--- src/pkg/pil_consts.svh ---
/*
 Register map, function codes, delay limit, reset values and timing counts for the
 process interlock logic. Assumes one 125 MHz clock and a 32-bit APB bus.
*/
// Function
// - While serial block is enabled, a block command inhibits all starts until unblocked.
// - Turning the serial block enable off clears any active block at once.
// - With the block alarm option on, a start under block raises an alarm.
// - Mode change while running is accepted when the run-time change option is on.
// - Mode change is rejected while running when that option is off.
// - Ten programmable inputs, each with its own function, delays and alarm settings.
// - A function already held by another input cannot be assigned again.
// - During start, unhealthy longer than start-up delay raises trip or stop.
// - Start-up delay of zero refuses a start unless the input is healthy.
// - Start-up delay off disables start-up supervision.
// - After start, unhealthy longer than running delay raises trip or stop.
// - Running delay off means no trip or stop after start.
// - Per input, an event is a latched trip needing reset, or a stop.
// - Undelayed_unhealthy_alarm follows the unhealthy input without delay when enabled.
// - A twenty-character name is stored per process interlock function.
// - Healthy is closed for normally open, open for normally closed.
// - Delays run zero to 3600 seconds in one-second steps, or off.
// - Serial auto takes serial starts only; hard-wired auto takes switch starts only.
`ifndef PIL_CONSTS_SVH
`define PIL_CONSTS_SVH

`define PIL_CTRL_OFS 12'h000
`define PIL_CMD_OFS 12'h004
`define PIL_STAT_OFS 12'h008
`define PIL_INPUT_OFS 12'h00C
`define PIL_EVENT_OFS 12'h010
`define PIL_CFG_BASE 6'h01
`define PIL_DLY_BASE 6'h02
`define PIL_NAME_BASE 4'h1

`define PIL_NUM_IN 10
`define PIL_NAME_WORDS 50
`define PIL_FN_PI_FIRST 5'h01
`define PIL_FN_PI_LAST 5'h0A
`define PIL_DLY_MAX 12'hE10

`define PIL_CTRL_RESET 32'h0000_0000
`define PIL_CFG_RESET 10'h000
`define PIL_DLY_RESET 12'h000

`define PIL_CLK_HZ 125000000
`define PIL_TICK_S 1
`endif

--- src/pkg/pil_pkg.sv ---
/*
 Types shared by the process interlock logic.
 Assumes the constants header is included by each user.
*/
package pil_pkg;
    typedef logic [4:0] pil_func_t;
    typedef logic [11:0] pil_dly_t;
    typedef enum logic [1:0] {
        PIL_BUS_IDLE = 2'b01,
        PIL_BUS_ACK = 2'b10
    } pil_bus_state_t;
endpackage

--- src/logic/pil_interlock.sv ---
/*
 Start permission and process interlock logic with an APB register file.
 Assumes switch pins are asynchronous and START_DONE comes from this clock.
*/
// Chosen here: the placing of the registers and the APB interface to the registers.
`timescale 1ns/1ps
`include "pil_consts.svh"
module pil_interlock #(
    parameter int TICK_CYCLES = `PIL_CLK_HZ * `PIL_TICK_S
) (
    // Clock and reset
    input wire logic CLK,
    input wire logic RESET_N,
    // APB slave
    input wire logic PSEL,
    input wire logic PENABLE,
    input wire logic PWRITE,
    input wire logic [11:0] PADDR,
    input wire logic [31:0] PWDATA,
    output logic [31:0] PRDATA,
    output logic PREADY,
    output logic PSLVERR,
    // Field switches and motor state
    input wire logic [`PIL_NUM_IN-1:0] SW_IN,
    input wire logic MANUAL_START_SW,
    input wire logic AUTO_START_SW,
    input wire logic MOTOR_RUN,
    input wire logic START_DONE,
    // Results
    output logic START_GRANT,
    output logic TRIP_OUT,
    output logic STOP_OUT,
    output logic ALARM_OUT,
    output logic MODE_AUTO,
    output logic AUTO_LAMP
);
    import pil_pkg::*;

    localparam int N = `PIL_NUM_IN;

    // Bus state and registers
    pil_bus_state_t bus_r;
    logic [31:0] ctrl_r;
    pil_func_t fn_r [N];
    logic [N-1:0] nc_r, inst_en_r, stop_sel_r, su_off_r, ru_off_r;
    pil_dly_t su_dly_r [N];
    pil_dly_t ru_dly_r [N];
    pil_dly_t cnt_r [N];
    logic [N-1:0] trip_r, stop_r, phase_r;
    logic block_r, blk_alarm_r, mode_auto_r, mode_rej_r, cfg_rej_r, start_ref_r;
    logic [26:0] tick_cnt_r;
    logic tick_r, man_d_r, auto_d_r;
    logic [N+2:0] pins_s;
    logic [31:0] name_rdata;

    // Is the code one of the ten process interlock functions
    function automatic logic is_pi_fn(input pil_func_t f);
        return (f >= `PIL_FN_PI_FIRST) && (f <= `PIL_FN_PI_LAST);
    endfunction

    // Expiry when the second count exceeds the setting
    function automatic logic expired(input pil_dly_t cnt, input pil_dly_t dly);
        return cnt > dly;
    endfunction

    // Another input already holds this function
    function automatic logic fn_taken(input pil_func_t f, input logic [3:0] self);
        logic hit;
        hit = 1'b0;
        for (int j = 0; j < N; j++) begin
            if (j[3:0] != self && fn_r[j] == f && f != 5'h00) begin
                hit = 1'b1;
            end
        end
        return hit;
    endfunction

    pil_sync #(.WIDTH(N + 3)) u_sync (
        .clk(CLK),
        .rst_n(RESET_N),
        .din({MOTOR_RUN, AUTO_START_SW, MANUAL_START_SW, SW_IN}),
        .dout(pins_s)
    );

    wire [N-1:0] closed = pins_s[N-1:0];
    wire man_s = pins_s[N];
    wire auto_s = pins_s[N+1];
    wire run_s = pins_s[N+2];

    // Control fields
    wire sb_en = ctrl_r[0];
    wire sb_alarm_en = ctrl_r[1];
    wire chg_run_en = ctrl_r[2];
    wire auto_hw = ctrl_r[3];
    wire auto_lamp_usage_select = ctrl_r[4];

    // Address decode
    wire acc = PSEL && PENABLE && bus_r == PIL_BUS_ACK;
    wire wr = acc && PWRITE;
    wire [3:0] idx = PADDR[5:2];
    wire idx_ok = idx < 4'(N);
    wire hit_ctrl = PADDR == `PIL_CTRL_OFS;
    wire hit_cmd = PADDR == `PIL_CMD_OFS;
    wire hit_stat = PADDR == `PIL_STAT_OFS;
    wire hit_in = PADDR == `PIL_INPUT_OFS;
    wire hit_ev = PADDR == `PIL_EVENT_OFS;
    wire hit_cfg = PADDR[11:6] == `PIL_CFG_BASE && PADDR[1:0] == 2'h0 && idx_ok;
    wire hit_dly = PADDR[11:6] == `PIL_DLY_BASE && PADDR[1:0] == 2'h0 && idx_ok;
    wire [5:0] name_idx = PADDR[7:2];
    wire hit_name = PADDR[11:8] == `PIL_NAME_BASE && PADDR[1:0] == 2'h0
        && name_idx < 6'(`PIL_NAME_WORDS);
    wire hit_any = hit_ctrl || hit_cmd || hit_stat || hit_in || hit_ev || hit_cfg
        || hit_dly || hit_name;

    // Command strobes, one per accepted write
    wire cmd_wr = wr && hit_cmd;
    wire cmd_block = cmd_wr && PWDATA[0];
    wire cmd_unblock = cmd_wr && PWDATA[1];
    wire cmd_start = cmd_wr && PWDATA[2];
    wire cmd_auto = cmd_wr && PWDATA[3];
    wire cmd_manual = cmd_wr && PWDATA[4];
    wire cmd_reset = cmd_wr && PWDATA[5];
    wire cmd_alarm_clr = cmd_wr && PWDATA[6];

    // Configuration write checks: unique function, delays in range
    wire cfg_wr = wr && hit_cfg;
    wire cfg_bad = fn_taken(PWDATA[4:0], idx);
    wire dly_wr = wr && hit_dly;
    wire dly_bad = PWDATA[11:0] > `PIL_DLY_MAX || PWDATA[27:16] > `PIL_DLY_MAX;

    // Per-input health, supervision and expiry
    logic [N-1:0] is_pi, unh, sup_su, sup_ru, expire, zero_hold, inst_now;
    always_comb begin
        for (int i = 0; i < N; i++) begin
            is_pi[i] = is_pi_fn(fn_r[i]);
            unh[i] = nc_r[i] ? closed[i] : ~closed[i];
            sup_su[i] = is_pi[i] && run_s && !START_DONE && !su_off_r[i];
            sup_ru[i] = is_pi[i] && run_s && START_DONE && !ru_off_r[i];
            expire[i] = unh[i] && ((sup_su[i] && expired(cnt_r[i], su_dly_r[i]))
                || (sup_ru[i] && expired(cnt_r[i], ru_dly_r[i])));
            zero_hold[i] = is_pi[i] && !su_off_r[i] && su_dly_r[i] == 12'h000 && unh[i];
            inst_now[i] = is_pi[i] && inst_en_r[i] && unh[i];
        end
    end

    // Start requests by command source and mode
    wire man_rise = man_s && !man_d_r;
    wire auto_rise = auto_s && !auto_d_r;
    wire start_req = mode_auto_r ? (auto_hw ? auto_rise : cmd_start) : man_rise;
    wire block_hit = start_req && block_r;
    wire refuse = block_hit || (|zero_hold) || (|trip_r);
    wire mode_req = cmd_auto || cmd_manual;
    wire mode_ok = !run_s || chg_run_en;

    // Read data selection
    wire [31:0] stat_word = {25'h0, start_ref_r, cfg_rej_r, mode_rej_r, run_s,
        mode_auto_r, blk_alarm_r, block_r};
    wire [31:0] cfg_word = {22'h0, ru_off_r[idx], su_off_r[idx], stop_sel_r[idx],
        inst_en_r[idx], nc_r[idx], fn_r[idx]};
    wire [31:0] dly_word = {4'h0, ru_dly_r[idx], 4'h0, su_dly_r[idx]};
    wire [31:0] rd_word = hit_ctrl ? ctrl_r
        : hit_stat ? stat_word
        : hit_in ? {6'h0, inst_now, 6'h0, ~unh}
        : hit_ev ? {6'h0, stop_r, 6'h0, trip_r}
        : hit_cfg ? cfg_word
        : hit_dly ? dly_word
        : hit_name ? name_rdata
        : 32'h0;

    pil_name_store u_names (
        .clk(CLK),
        .rst_n(RESET_N),
        .we(wr && hit_name),
        .idx(name_idx),
        .wdata(PWDATA),
        .rdata(name_rdata)
    );

    // APB handshake: one wait state so every answer comes from a flop
    always_ff @(posedge CLK or negedge RESET_N) begin
        if (!RESET_N) begin
            bus_r <= PIL_BUS_IDLE;
            PREADY <= 1'b0;
            PRDATA <= 32'h0;
            PSLVERR <= 1'b0;
        end else begin
            case (bus_r)
                PIL_BUS_IDLE: begin
                    if (PSEL && PENABLE) begin
                        bus_r <= PIL_BUS_ACK;
                        PREADY <= 1'b1;
                        PRDATA <= PWRITE ? 32'h0 : rd_word;
                        PSLVERR <= !hit_any;
                    end
                end
                PIL_BUS_ACK: begin
                    bus_r <= PIL_BUS_IDLE;
                    PREADY <= 1'b0;
                    PSLVERR <= 1'b0;
                end
                default: bus_r <= PIL_BUS_IDLE;
            endcase
        end
    end

    // Control register and per-input settings
    always_ff @(posedge CLK or negedge RESET_N) begin
        if (!RESET_N) begin
            ctrl_r <= `PIL_CTRL_RESET;
            cfg_rej_r <= 1'b0;
            for (int i = 0; i < N; i++) begin
                {ru_off_r[i], su_off_r[i], stop_sel_r[i], inst_en_r[i], nc_r[i], fn_r[i]}
                    <= `PIL_CFG_RESET;
                su_dly_r[i] <= `PIL_DLY_RESET;
                ru_dly_r[i] <= `PIL_DLY_RESET;
            end
        end else begin
            if (wr && hit_ctrl) begin
                ctrl_r <= {27'h0, PWDATA[4:0]};
            end
            if (cfg_wr) begin
                cfg_rej_r <= cfg_bad;
                if (!cfg_bad) begin
                    {ru_off_r[idx], su_off_r[idx], stop_sel_r[idx], inst_en_r[idx],
                        nc_r[idx], fn_r[idx]} <= PWDATA[9:0];
                end
            end else if (dly_wr) begin
                cfg_rej_r <= dly_bad;
                if (!dly_bad) begin
                    su_dly_r[idx] <= PWDATA[11:0];
                    ru_dly_r[idx] <= PWDATA[27:16];
                end
            end
        end
    end

    // One-second tick; long count shortened through the parameter
    always_ff @(posedge CLK or negedge RESET_N) begin
        if (!RESET_N) begin
            tick_cnt_r <= 27'h0;
            tick_r <= 1'b0;
        end else begin
            tick_r <= tick_cnt_r == 27'(TICK_CYCLES - 1);
            tick_cnt_r <= (tick_cnt_r == 27'(TICK_CYCLES - 1)) ? 27'h0 : tick_cnt_r + 27'h1;
        end
    end

    // Supervision timers restart on health, stop, or change of phase
    always_ff @(posedge CLK or negedge RESET_N) begin
        if (!RESET_N) begin
            for (int i = 0; i < N; i++) begin
                cnt_r[i] <= 12'h000;
            end
            phase_r <= '0;
        end else begin
            for (int i = 0; i < N; i++) begin
                phase_r[i] <= START_DONE;
                if (!unh[i] || !(sup_su[i] || sup_ru[i]) || phase_r[i] != START_DONE) begin
                    cnt_r[i] <= 12'h000;
                end else if (tick_r && cnt_r[i] != 12'hFFF) begin
                    cnt_r[i] <= cnt_r[i] + 12'h001;
                end
            end
        end
    end

    // Trips latch until reset; stops last until the motor stops. Set beats clear.
    always_ff @(posedge CLK or negedge RESET_N) begin
        if (!RESET_N) begin
            trip_r <= '0;
            stop_r <= '0;
        end else begin
            trip_r <= (cmd_reset ? '0 : trip_r) | (expire & ~stop_sel_r);
            stop_r <= (run_s ? stop_r : '0) | (expire & stop_sel_r);
        end
    end

    // Serial block, block alarm, command mode and start decision
    always_ff @(posedge CLK or negedge RESET_N) begin
        if (!RESET_N) begin
            block_r <= 1'b0;
            blk_alarm_r <= 1'b0;
            mode_auto_r <= 1'b0;
            mode_rej_r <= 1'b0;
            start_ref_r <= 1'b0;
            man_d_r <= 1'b0;
            auto_d_r <= 1'b0;
        end else begin
            man_d_r <= man_s;
            auto_d_r <= auto_s;
            if (!sb_en) begin
                block_r <= 1'b0;
            end else if (cmd_block) begin
                block_r <= 1'b1;
            end else if (cmd_unblock) begin
                block_r <= 1'b0;
            end
            if (block_hit && sb_alarm_en) begin
                blk_alarm_r <= 1'b1;
            end else if (cmd_alarm_clr) begin
                blk_alarm_r <= 1'b0;
            end
            if (mode_req) begin
                mode_rej_r <= !mode_ok;
                if (mode_ok) begin
                    mode_auto_r <= cmd_auto;
                end
            end
            if (start_req) begin
                start_ref_r <= refuse;
            end
        end
    end

    // Top-level outputs, all from flops
    always_ff @(posedge CLK or negedge RESET_N) begin
        if (!RESET_N) begin
            START_GRANT <= 1'b0;
            TRIP_OUT <= 1'b0;
            STOP_OUT <= 1'b0;
            ALARM_OUT <= 1'b0;
            MODE_AUTO <= 1'b0;
            AUTO_LAMP <= 1'b0;
        end else begin
            START_GRANT <= start_req && !refuse;
            TRIP_OUT <= |trip_r;
            STOP_OUT <= |stop_r;
            ALARM_OUT <= (|inst_now) || blk_alarm_r;
            MODE_AUTO <= mode_auto_r;
            AUTO_LAMP <= mode_auto_r && (auto_lamp_usage_select || !auto_hw);
        end
    end

    // Checks on the logic above
    a_block_inhibit: assert property (@(posedge CLK) disable iff (!RESET_N)
        start_req && block_r |=> !START_GRANT)
        else $error("start granted while blocked");
    a_block_needs_en: assert property (@(posedge CLK) disable iff (!RESET_N)
        cmd_block && !sb_en && !block_r |=> !block_r)
        else $error("block taken while enable off");
    a_block_dropped: assert property (@(posedge CLK) disable iff (!RESET_N)
        $fell(sb_en) |=> !block_r)
        else $error("block survived enable off");
    a_block_alarm: assert property (@(posedge CLK) disable iff (!RESET_N)
        block_hit && sb_alarm_en |=> blk_alarm_r ##1 ALARM_OUT)
        else $error("block alarm missing");
    a_mode_accept: assert property (@(posedge CLK) disable iff (!RESET_N)
        cmd_auto && chg_run_en |=> mode_auto_r ##1 MODE_AUTO)
        else $error("mode change not taken");
    a_mode_reject: assert property (@(posedge CLK) disable iff (!RESET_N)
        mode_req && run_s && !chg_run_en |=> mode_auto_r == $past(mode_auto_r) && mode_rej_r)
        else $error("mode changed while running");
    a_zero_hold: assert property (@(posedge CLK) disable iff (!RESET_N)
        start_req && (|zero_hold) |=> !START_GRANT && start_ref_r)
        else $error("start with unhealthy zero-delay input");
    a_trip_held: assert property (@(posedge CLK) disable iff (!RESET_N)
        trip_r[0] && !cmd_reset |=> trip_r[0] ##1 TRIP_OUT)
        else $error("trip dropped without reset");
    a_inst_alarm: assert property (@(posedge CLK) disable iff (!RESET_N)
        (|inst_now) |=> ALARM_OUT)
        else $error("instant alarm late");
    a_run_off: assert property (@(posedge CLK) disable iff (!RESET_N)
        ru_off_r[0] && START_DONE |-> !expire[0])
        else $error("expiry with running delay off");
endmodule

--- src/logic/pil_name_store.sv ---
/*
 Storage for the names of the process interlock functions, five words each.
 Assumes the caller has checked the word index.
*/
`timescale 1ns/1ps
`include "pil_consts.svh"
module pil_name_store (
    // Clock and reset
    input wire logic clk,
    input wire logic rst_n,
    // Write and read port
    input wire logic we,
    input wire logic [5:0] idx,
    input wire logic [31:0] wdata,
    output logic [31:0] rdata
);
    logic [31:0] mem_r [`PIL_NAME_WORDS];

    // Four characters per word, twenty per function
    always_ff @(posedge clk or negedge rst_n) begin
        if (!rst_n) begin
            for (int i = 0; i < `PIL_NAME_WORDS; i++) begin
                mem_r[i] <= 32'h0;
            end
        end else if (we) begin
            mem_r[idx] <= wdata;
        end
    end

    assign rdata = mem_r[idx];
endmodule

--- src/logic/pil_sync.sv ---
/*
 Two-flop synchroniser for switch pins.
 Assumes inputs are asynchronous levels held for many clocks.
*/
`timescale 1ns/1ps
module pil_sync #(
    parameter int WIDTH = 12
) (
    // Clock and reset
    input wire logic clk,
    input wire logic rst_n,
    // Pins in, synchronised out
    input wire logic [WIDTH-1:0] din,
    output logic [WIDTH-1:0] dout
);
    logic [WIDTH-1:0] meta_r;

    // First stage feeds only the second
    always_ff @(posedge clk or negedge rst_n) begin
        if (!rst_n) begin
            meta_r <= '0;
            dout <= '0;
        end else begin
            meta_r <= din;
            dout <= meta_r;
        end
    end
endmodule

--- config.mk ---
export PLATFORM = sky130hd
export DESIGN_NAME = pil_interlock
export DESIGN_NICKNAME = d
export VERILOG_FILES = /design/src/pkg/pil_pkg.sv /design/src/logic/pil_interlock.sv /design/src/logic/pil_name_store.sv /design/src/logic/pil_sync.sv
export VERILOG_INCLUDE_DIRS = /design/src /design/src/pkg
export SDC_FILE = /design/constraint.sdc
export NUM_CORES = 2
export LEC_CHECK = 0
export ABC_CLOCK_PERIOD_IN_PS = 2100
export BUFFER_PORTS_ARGS = -buffer_cell sky130_fd_sc_hd__buf_4
export CAP_MARGIN = 20
export CELL_PAD_IN_SITES_DETAIL_PLACEMENT = 1
export CELL_PAD_IN_SITES_GLOBAL_PLACEMENT = 1
export CORE_MARGIN = 2
export CORE_UTILIZATION = 30
export CTS_CLUSTER_SIZE = 25
export DETAILED_ROUTE_END_ITERATION = 12
export PLACE_DENSITY_LB_ADDON = 0.1
export SETUP_SLACK_MARGIN = 0.2
export SLEW_MARGIN = 20
export SYNTH_ARGS = -nofsm -noshare
export SYNTH_HDL_FRONTEND = slang
export SYNTH_SLANG_ARGS = --single-unit
--- constraint.sdc ---
create_clock -name CLK -period 2.1 [get_ports CLK]
set_input_delay 0.105 -clock CLK [delete_from_list [all_inputs] [get_ports CLK]]
set_output_delay 0.105 -clock CLK [all_outputs]
set_load 0.03 [all_outputs]
==> impl_metrics.xml <==
<?xml version="1.0" encoding="UTF-8"?>
<metrics>
  <group name="synth">
    <metric name="syn-instance-count" unit="">7996</metric>
    <metric name="ys_async_sr_fraction" unit="%">100.0</metric>
    <metric name="synthesis.area" unit="mm²">0.1076</metric>
    <metric name="postSynthAreaPerCell" unit="µm²">13.46</metric>
    <metric name="yosys_register_bits" unit="">2190</metric>
    <metric name="yosysWarningCount" unit="">0</metric>
    <metric name="ys_dominant_reg_cell" unit="">sky130_fd_sc_hd__dfrtp_1</metric>
    <metric name="post-synth-top-area-cell" unit="">sky130_fd_sc_hd__dfrtp_1</metric>
    <metric name="seq_total_area_yosys" unit="%">50.93</metric>
    <metric name="number_of_synthesized_flops_with_an_enable_pin" unit="">0</metric>
    <metric name="post-synth-top-area-fraction" unit="%">50.90</metric>
    <metric name="postSynthNetCount" unit="">8310</metric>
    <metric name="leading_cell_types_by_total_area_after_synthesis" unit="">sky130_fd_sc_hd__dfrtp_1, sky130_fd_sc_hd__mux2_2, sky130_fd_sc_hd__mux4_2</metric>
    <metric name="synthDistinctLibCells" unit="">82</metric>
  </group>
  <group name="sta">
    <metric name="fin_worst_hold_slack" unit="ps">63.26</metric>
    <metric name="hold_viol" unit="">0</metric>
    <metric name="timing_worst_slew_pin_value" unit="ps">1210</metric>
    <metric name="drv_slew" unit="">0</metric>
    <metric name="setup_slack" unit="ps">-452.3</metric>
    <metric name="rsz0062_at_grt" unit="">true</metric>
    <metric name="setup_viol" unit="">2024</metric>
    <metric name="worst_rel_slew_slack" unit="%">19.36</metric>
    <metric name="post-route-min-period" unit="ps">2552</metric>
    <metric name="clock.fmax" unit="MHz">391.8</metric>
    <metric name="final.setup_skew" unit="ps">42.76</metric>
    <metric name="finalCritPeriodShare" unit="%">121.5</metric>
  </group>
  <group name="setup_path">
    <metric name="end_kind" unit="">flip-flop</metric>
    <metric name="timing.critical_path.required" unit="ps">2890</metric>
    <metric name="worstSetupStartpointType" unit="">flip-flop</metric>
    <metric name="path_max_fanout" unit="">10</metric>
    <metric name="timing.critical_path.arrival" unit="ps">3340</metric>
    <metric name="setup.worst_path.class" unit="">reg2reg</metric>
  </group>
  <group name="floorplanning">
    <metric name="dieArea" unit="mm²">0.3635</metric>
    <metric name="dieWidth" unit="µm">602.9</metric>
    <metric name="floorplan.initialDensity" unit="%">30.19</metric>
    <metric name="placeableCoreArea" unit="mm²">0.3565</metric>
    <metric name="floorplan.rows" unit="">219</metric>
    <metric name="die_height" unit="µm">602.9</metric>
    <metric name="num_io_pins" unit="">103</metric>
  </group>
  <group name="layout">
    <metric name="final_common_cell" unit="">sky130_fd_sc_hd__dfrtp_1</metric>
    <metric name="utilization_after_layout" unit="%">39.95</metric>
    <metric name="layout_common_cells" unit="">sky130_fd_sc_hd__dfrtp_1, sky130_fd_sc_hd__mux2_2, sky130_fd_sc_hd__buf_4</metric>
    <metric name="share_of_layout_cells_above_drive_strength_1" unit="%">49.64</metric>
    <metric name="synthToLayoutAreaGrowth" unit="%">32.33</metric>
    <metric name="layoutNonFillerInstCount" unit="">14460</metric>
    <metric name="postLayoutCellArea" unit="mm²">0.1424</metric>
    <metric name="nNetsFinal" unit="">9785</metric>
  </group>
  <group name="routing">
    <metric name="detail_route.first_pass.iterations" unit="">5</metric>
    <metric name="final_antenna_net_count" unit="">0</metric>
    <metric name="detail_route.iter0.violations" unit="">5509</metric>
    <metric name="wirelength" unit="µm">476400</metric>
    <metric name="route.detailed.vias_per_inst" unit="">5.303</metric>
    <metric name="detail_route.wl_per_cell" unit="µm">32.96</metric>
    <metric name="routed-via-count" unit="">76660</metric>
    <metric name="highest-signal-layer" unit="">met5</metric>
    <metric name="drt-met1-wl" unit="µm">203100</metric>
    <metric name="drcViolationCount" unit="">0</metric>
    <metric name="sum_of_met3_wire_segment_lengths_after_detailed_routing" unit="µm">17440</metric>
    <metric name="wl_met2" unit="µm">233100</metric>
  </group>
  <group name="cts">
    <metric name="ctsHtreeMaxLevel" unit="">5</metric>
    <metric name="clkSlewWorstSetupHoldPaths" unit="ps">60</metric>
    <metric name="cts_made_buffers" unit="">279</metric>
    <metric name="skew_pair_late_insertion_delay" unit="ps">920</metric>
    <metric name="cts.root.buffer_cell" unit="">sky130_fd_sc_hd__clkbuf_16</metric>
    <metric name="clock_tree_from_tritoncts" unit="">built</metric>
    <metric name="tritoncts_num_sinks" unit="">2190</metric>
    <metric name="clk_path_buf_depth" unit="">4</metric>
  </group>
  <group name="place">
    <metric name="io_buffers" unit="">102</metric>
    <metric name="finalWeightedCongestion" unit="">0.9118</metric>
    <metric name="dp_cells" unit="">13690</metric>
    <metric name="placedInstanceArea" unit="mm²">0.1261</metric>
    <metric name="place_hpwl" unit="µm">326400</metric>
  </group>
  <group name="global_route">
    <metric name="initial_antenna_violation_count" unit="">32</metric>
    <metric name="grtUsageTotal" unit="%">25.44</metric>
    <metric name="first_global_vias" unit="">83000</metric>
    <metric name="grt-ovfl-total" unit="">0</metric>
    <metric name="grt_start_max_net_pins" unit="">102</metric>
    <metric name="global_route_wire_length_before_repair" unit="µm">660600</metric>
  </group>
  <group name="run">
    <metric name="max_cap_viol_count" unit="">0</metric>
  </group>
  <group name="power">
    <metric name="total_power" unit="W">0.09758</metric>
    <metric name="seq_power_share" unit="%">43.4</metric>
    <metric name="power.static_leakage" unit="nW">66.97</metric>
    <metric name="power_frac_clock" unit="%">50.7</metric>
    <metric name="power.share.switching" unit="%">24.79</metric>
    <metric name="power_density" unit="mW/mm²">685.2</metric>
    <metric name="p_int" unit="W">0.07339</metric>
    <metric name="switching_power" unit="W">0.02419</metric>
    <metric name="irDropWorstVdd" unit="µV">639.4</metric>
    <metric name="power.combinational.fraction" unit="%">5.9</metric>
  </group>
  <group name="worst_hold_path">
    <metric name="holdCritPathClass" unit="">in2reg</metric>
  </group>
  <group name="run_status">
    <metric name="violations" unit="">setup timing</metric>
    <metric name="status" unit="">finished, violations left</metric>
  </group>
</metrics>
worst paths after layout:
| path | startpoint | end | slack (ps) | depth (start not counted) |
|---|---|---|---|---|
| worst max-delay path | bus_r[1] | u_names.mem_r[215] | -450 | 12 |
| worst min-delay path | PWDATA[9] | u_names.mem_r[1417] | 60 | 3 |
| worst max register to register | bus_r[1] | u_names.mem_r[215] | -450 | 12 |
| worst min register to register | u_sync.meta_r[4] | u_sync.dout[4] | 340 | 0 |
| max in group asynchronous | RESET_N | u_names.mem_r[781] | 1160 | 4 |
| min in group asynchronous | RESET_N | u_names.mem_r[319] | 90 | 3 |
routing by layer:
metal | GRT usage (%) | up-vias
met3 | 2.433 | 714
met4 | 10.16 | 6
li1 | - | 32290
met1 | 33.08 | 41910
met2 | 43.47 | 1744
met5 | 0 | -
flip-flops by register name, summed over array words and instances, names as in the netlist, 13 cells and up:
name and flops:
u_names.mem_r 1600, cnt_r 120, ru_dly_r 120, su_dly_r 120, fn_r 50, PRDATA 32, tick_cnt_r 27, u_sync.dout 13
u_sync.meta_r 13
cell usage after synthesis (26+ instances only):
| cell | count |
|---|---|
| sky130_fd_sc_hd__o21ai_0 | 152 |
| sky130_fd_sc_hd__mux4_2 | 424 |
| sky130_fd_sc_hd__buf_4 | 68 |
| sky130_fd_sc_hd__ha_1 | 251 |
| sky130_fd_sc_hd__a21o_1 | 66 |
| sky130_fd_sc_hd__a22oi_1 | 37 |
| sky130_fd_sc_hd__nand4_1 | 89 |
| sky130_fd_sc_hd__and2_1 | 27 |
| sky130_fd_sc_hd__nor2_1 | 264 |
| sky130_fd_sc_hd__a211oi_1 | 28 |
| sky130_fd_sc_hd__nand3_1 | 133 |
| sky130_fd_sc_hd__o211ai_1 | 26 |
| sky130_fd_sc_hd__a31oi_1 | 31 |
| sky130_fd_sc_hd__mux2i_1 | 211 |
| sky130_fd_sc_hd__nand2_1 | 353 |
| sky130_fd_sc_hd__inv_1 | 274 |
| sky130_fd_sc_hd__buf_1 | 38 |
| sky130_fd_sc_hd__buf_2 | 208 |
| sky130_fd_sc_hd__clkbuf_1 | 288 |
| sky130_fd_sc_hd__mux2_2 | 1942 |
| sky130_fd_sc_hd__dfrtp_1 | 2189 |
| sky130_fd_sc_hd__o22ai_1 | 51 |
| sky130_fd_sc_hd__nor3_1 | 62 |
| sky130_fd_sc_hd__a21oi_1 | 172 |
| sky130_fd_sc_hd__xnor2_1 | 73 |
| sky130_fd_sc_hd__xor2_1 | 103 |
| sky130_fd_sc_hd__nor4_1 | 67 |
| sky130_fd_sc_hd__nor2b_1 | 53 |
| sky130_fd_sc_hd__and3_1 | 34 |
power by group through the flow:
stage               logic [W]  registers [W]  clock network [W]
floorplan             0.00200         0.0431                  0
global placement      0.00558         0.0431                  0
detailed placement    0.00564         0.0431                  0
CTS                   0.00584         0.0423             0.0507
global route          0.00610         0.0423             0.0522
finish                0.00580         0.0423             0.0495
worst max-delay path, cell delays in order (launching register included):
cell	delay (ps)
sky130_fd_sc_hd__dfrtp_1	350
sky130_fd_sc_hd__nor2b_4	130
sky130_fd_sc_hd__nand4_1	170
sky130_fd_sc_hd__buf_12	190
sky130_fd_sc_hd__buf_8	120
sky130_fd_sc_hd__nor2_4	120
sky130_fd_sc_hd__buf_12	180
sky130_fd_sc_hd__nand3_2	110
sky130_fd_sc_hd__buf_12	170
sky130_fd_sc_hd__nor2_4	190
sky130_fd_sc_hd__buf_4	150
sky130_fd_sc_hd__buf_12	160
sky130_fd_sc_hd__mux2_2	360
stage by stage:
| step | setup WS (ps) | setup TNS (ps) |
|---|---|---|
| floorplan | -86.55 | -93830 |
| global placement | -1528 | -1109510 |
| detailed placement | -1389 | -1114640 |
| CTS | -381.5 | -519260 |
| global route | -541.8 | -846160 |
| finish | -452.3 | -659610 |
area by class of cell:
class / instances / area, µm²
timing repair buffer: 1803 / 19370
fill: 36460 / 214100
clock inverter: 82 / 1072
tap: 4751 / 5944
antenna: 25 / 62.56
sequential: 2190 / 54820
multi-input combinational: 4922 / 51890
inverter: 275 / 1045
clock buffer: 407 / 8199
kinds of logic after synthesis:
family / after synthesis / share of synthesized area, %
buffers and inverters: 884 / 3.611
multiplexers: 2577 / 31.16
AND/OR/NAND/NOR: 1173 / 5.294
flip-flops: 2190 / 50.93
XOR/XNOR: 176 / 1.432
AO/OA/AOI/OAI: 745 / 4.659
adder cells (fa/ha/maj): 251 / 2.918
what timing repair did:
item                                     CTS  global route
cloned                                    28            44
endpoints found under the setup margin  2155          2155
hold buffers                              60             0
resized for setup                        523           221
buffers inserted                          82            39
hold endpoints to repair                2875             0
pin swaps                                 85            40
No activity file was read; power rests on OpenSTA's default activity.
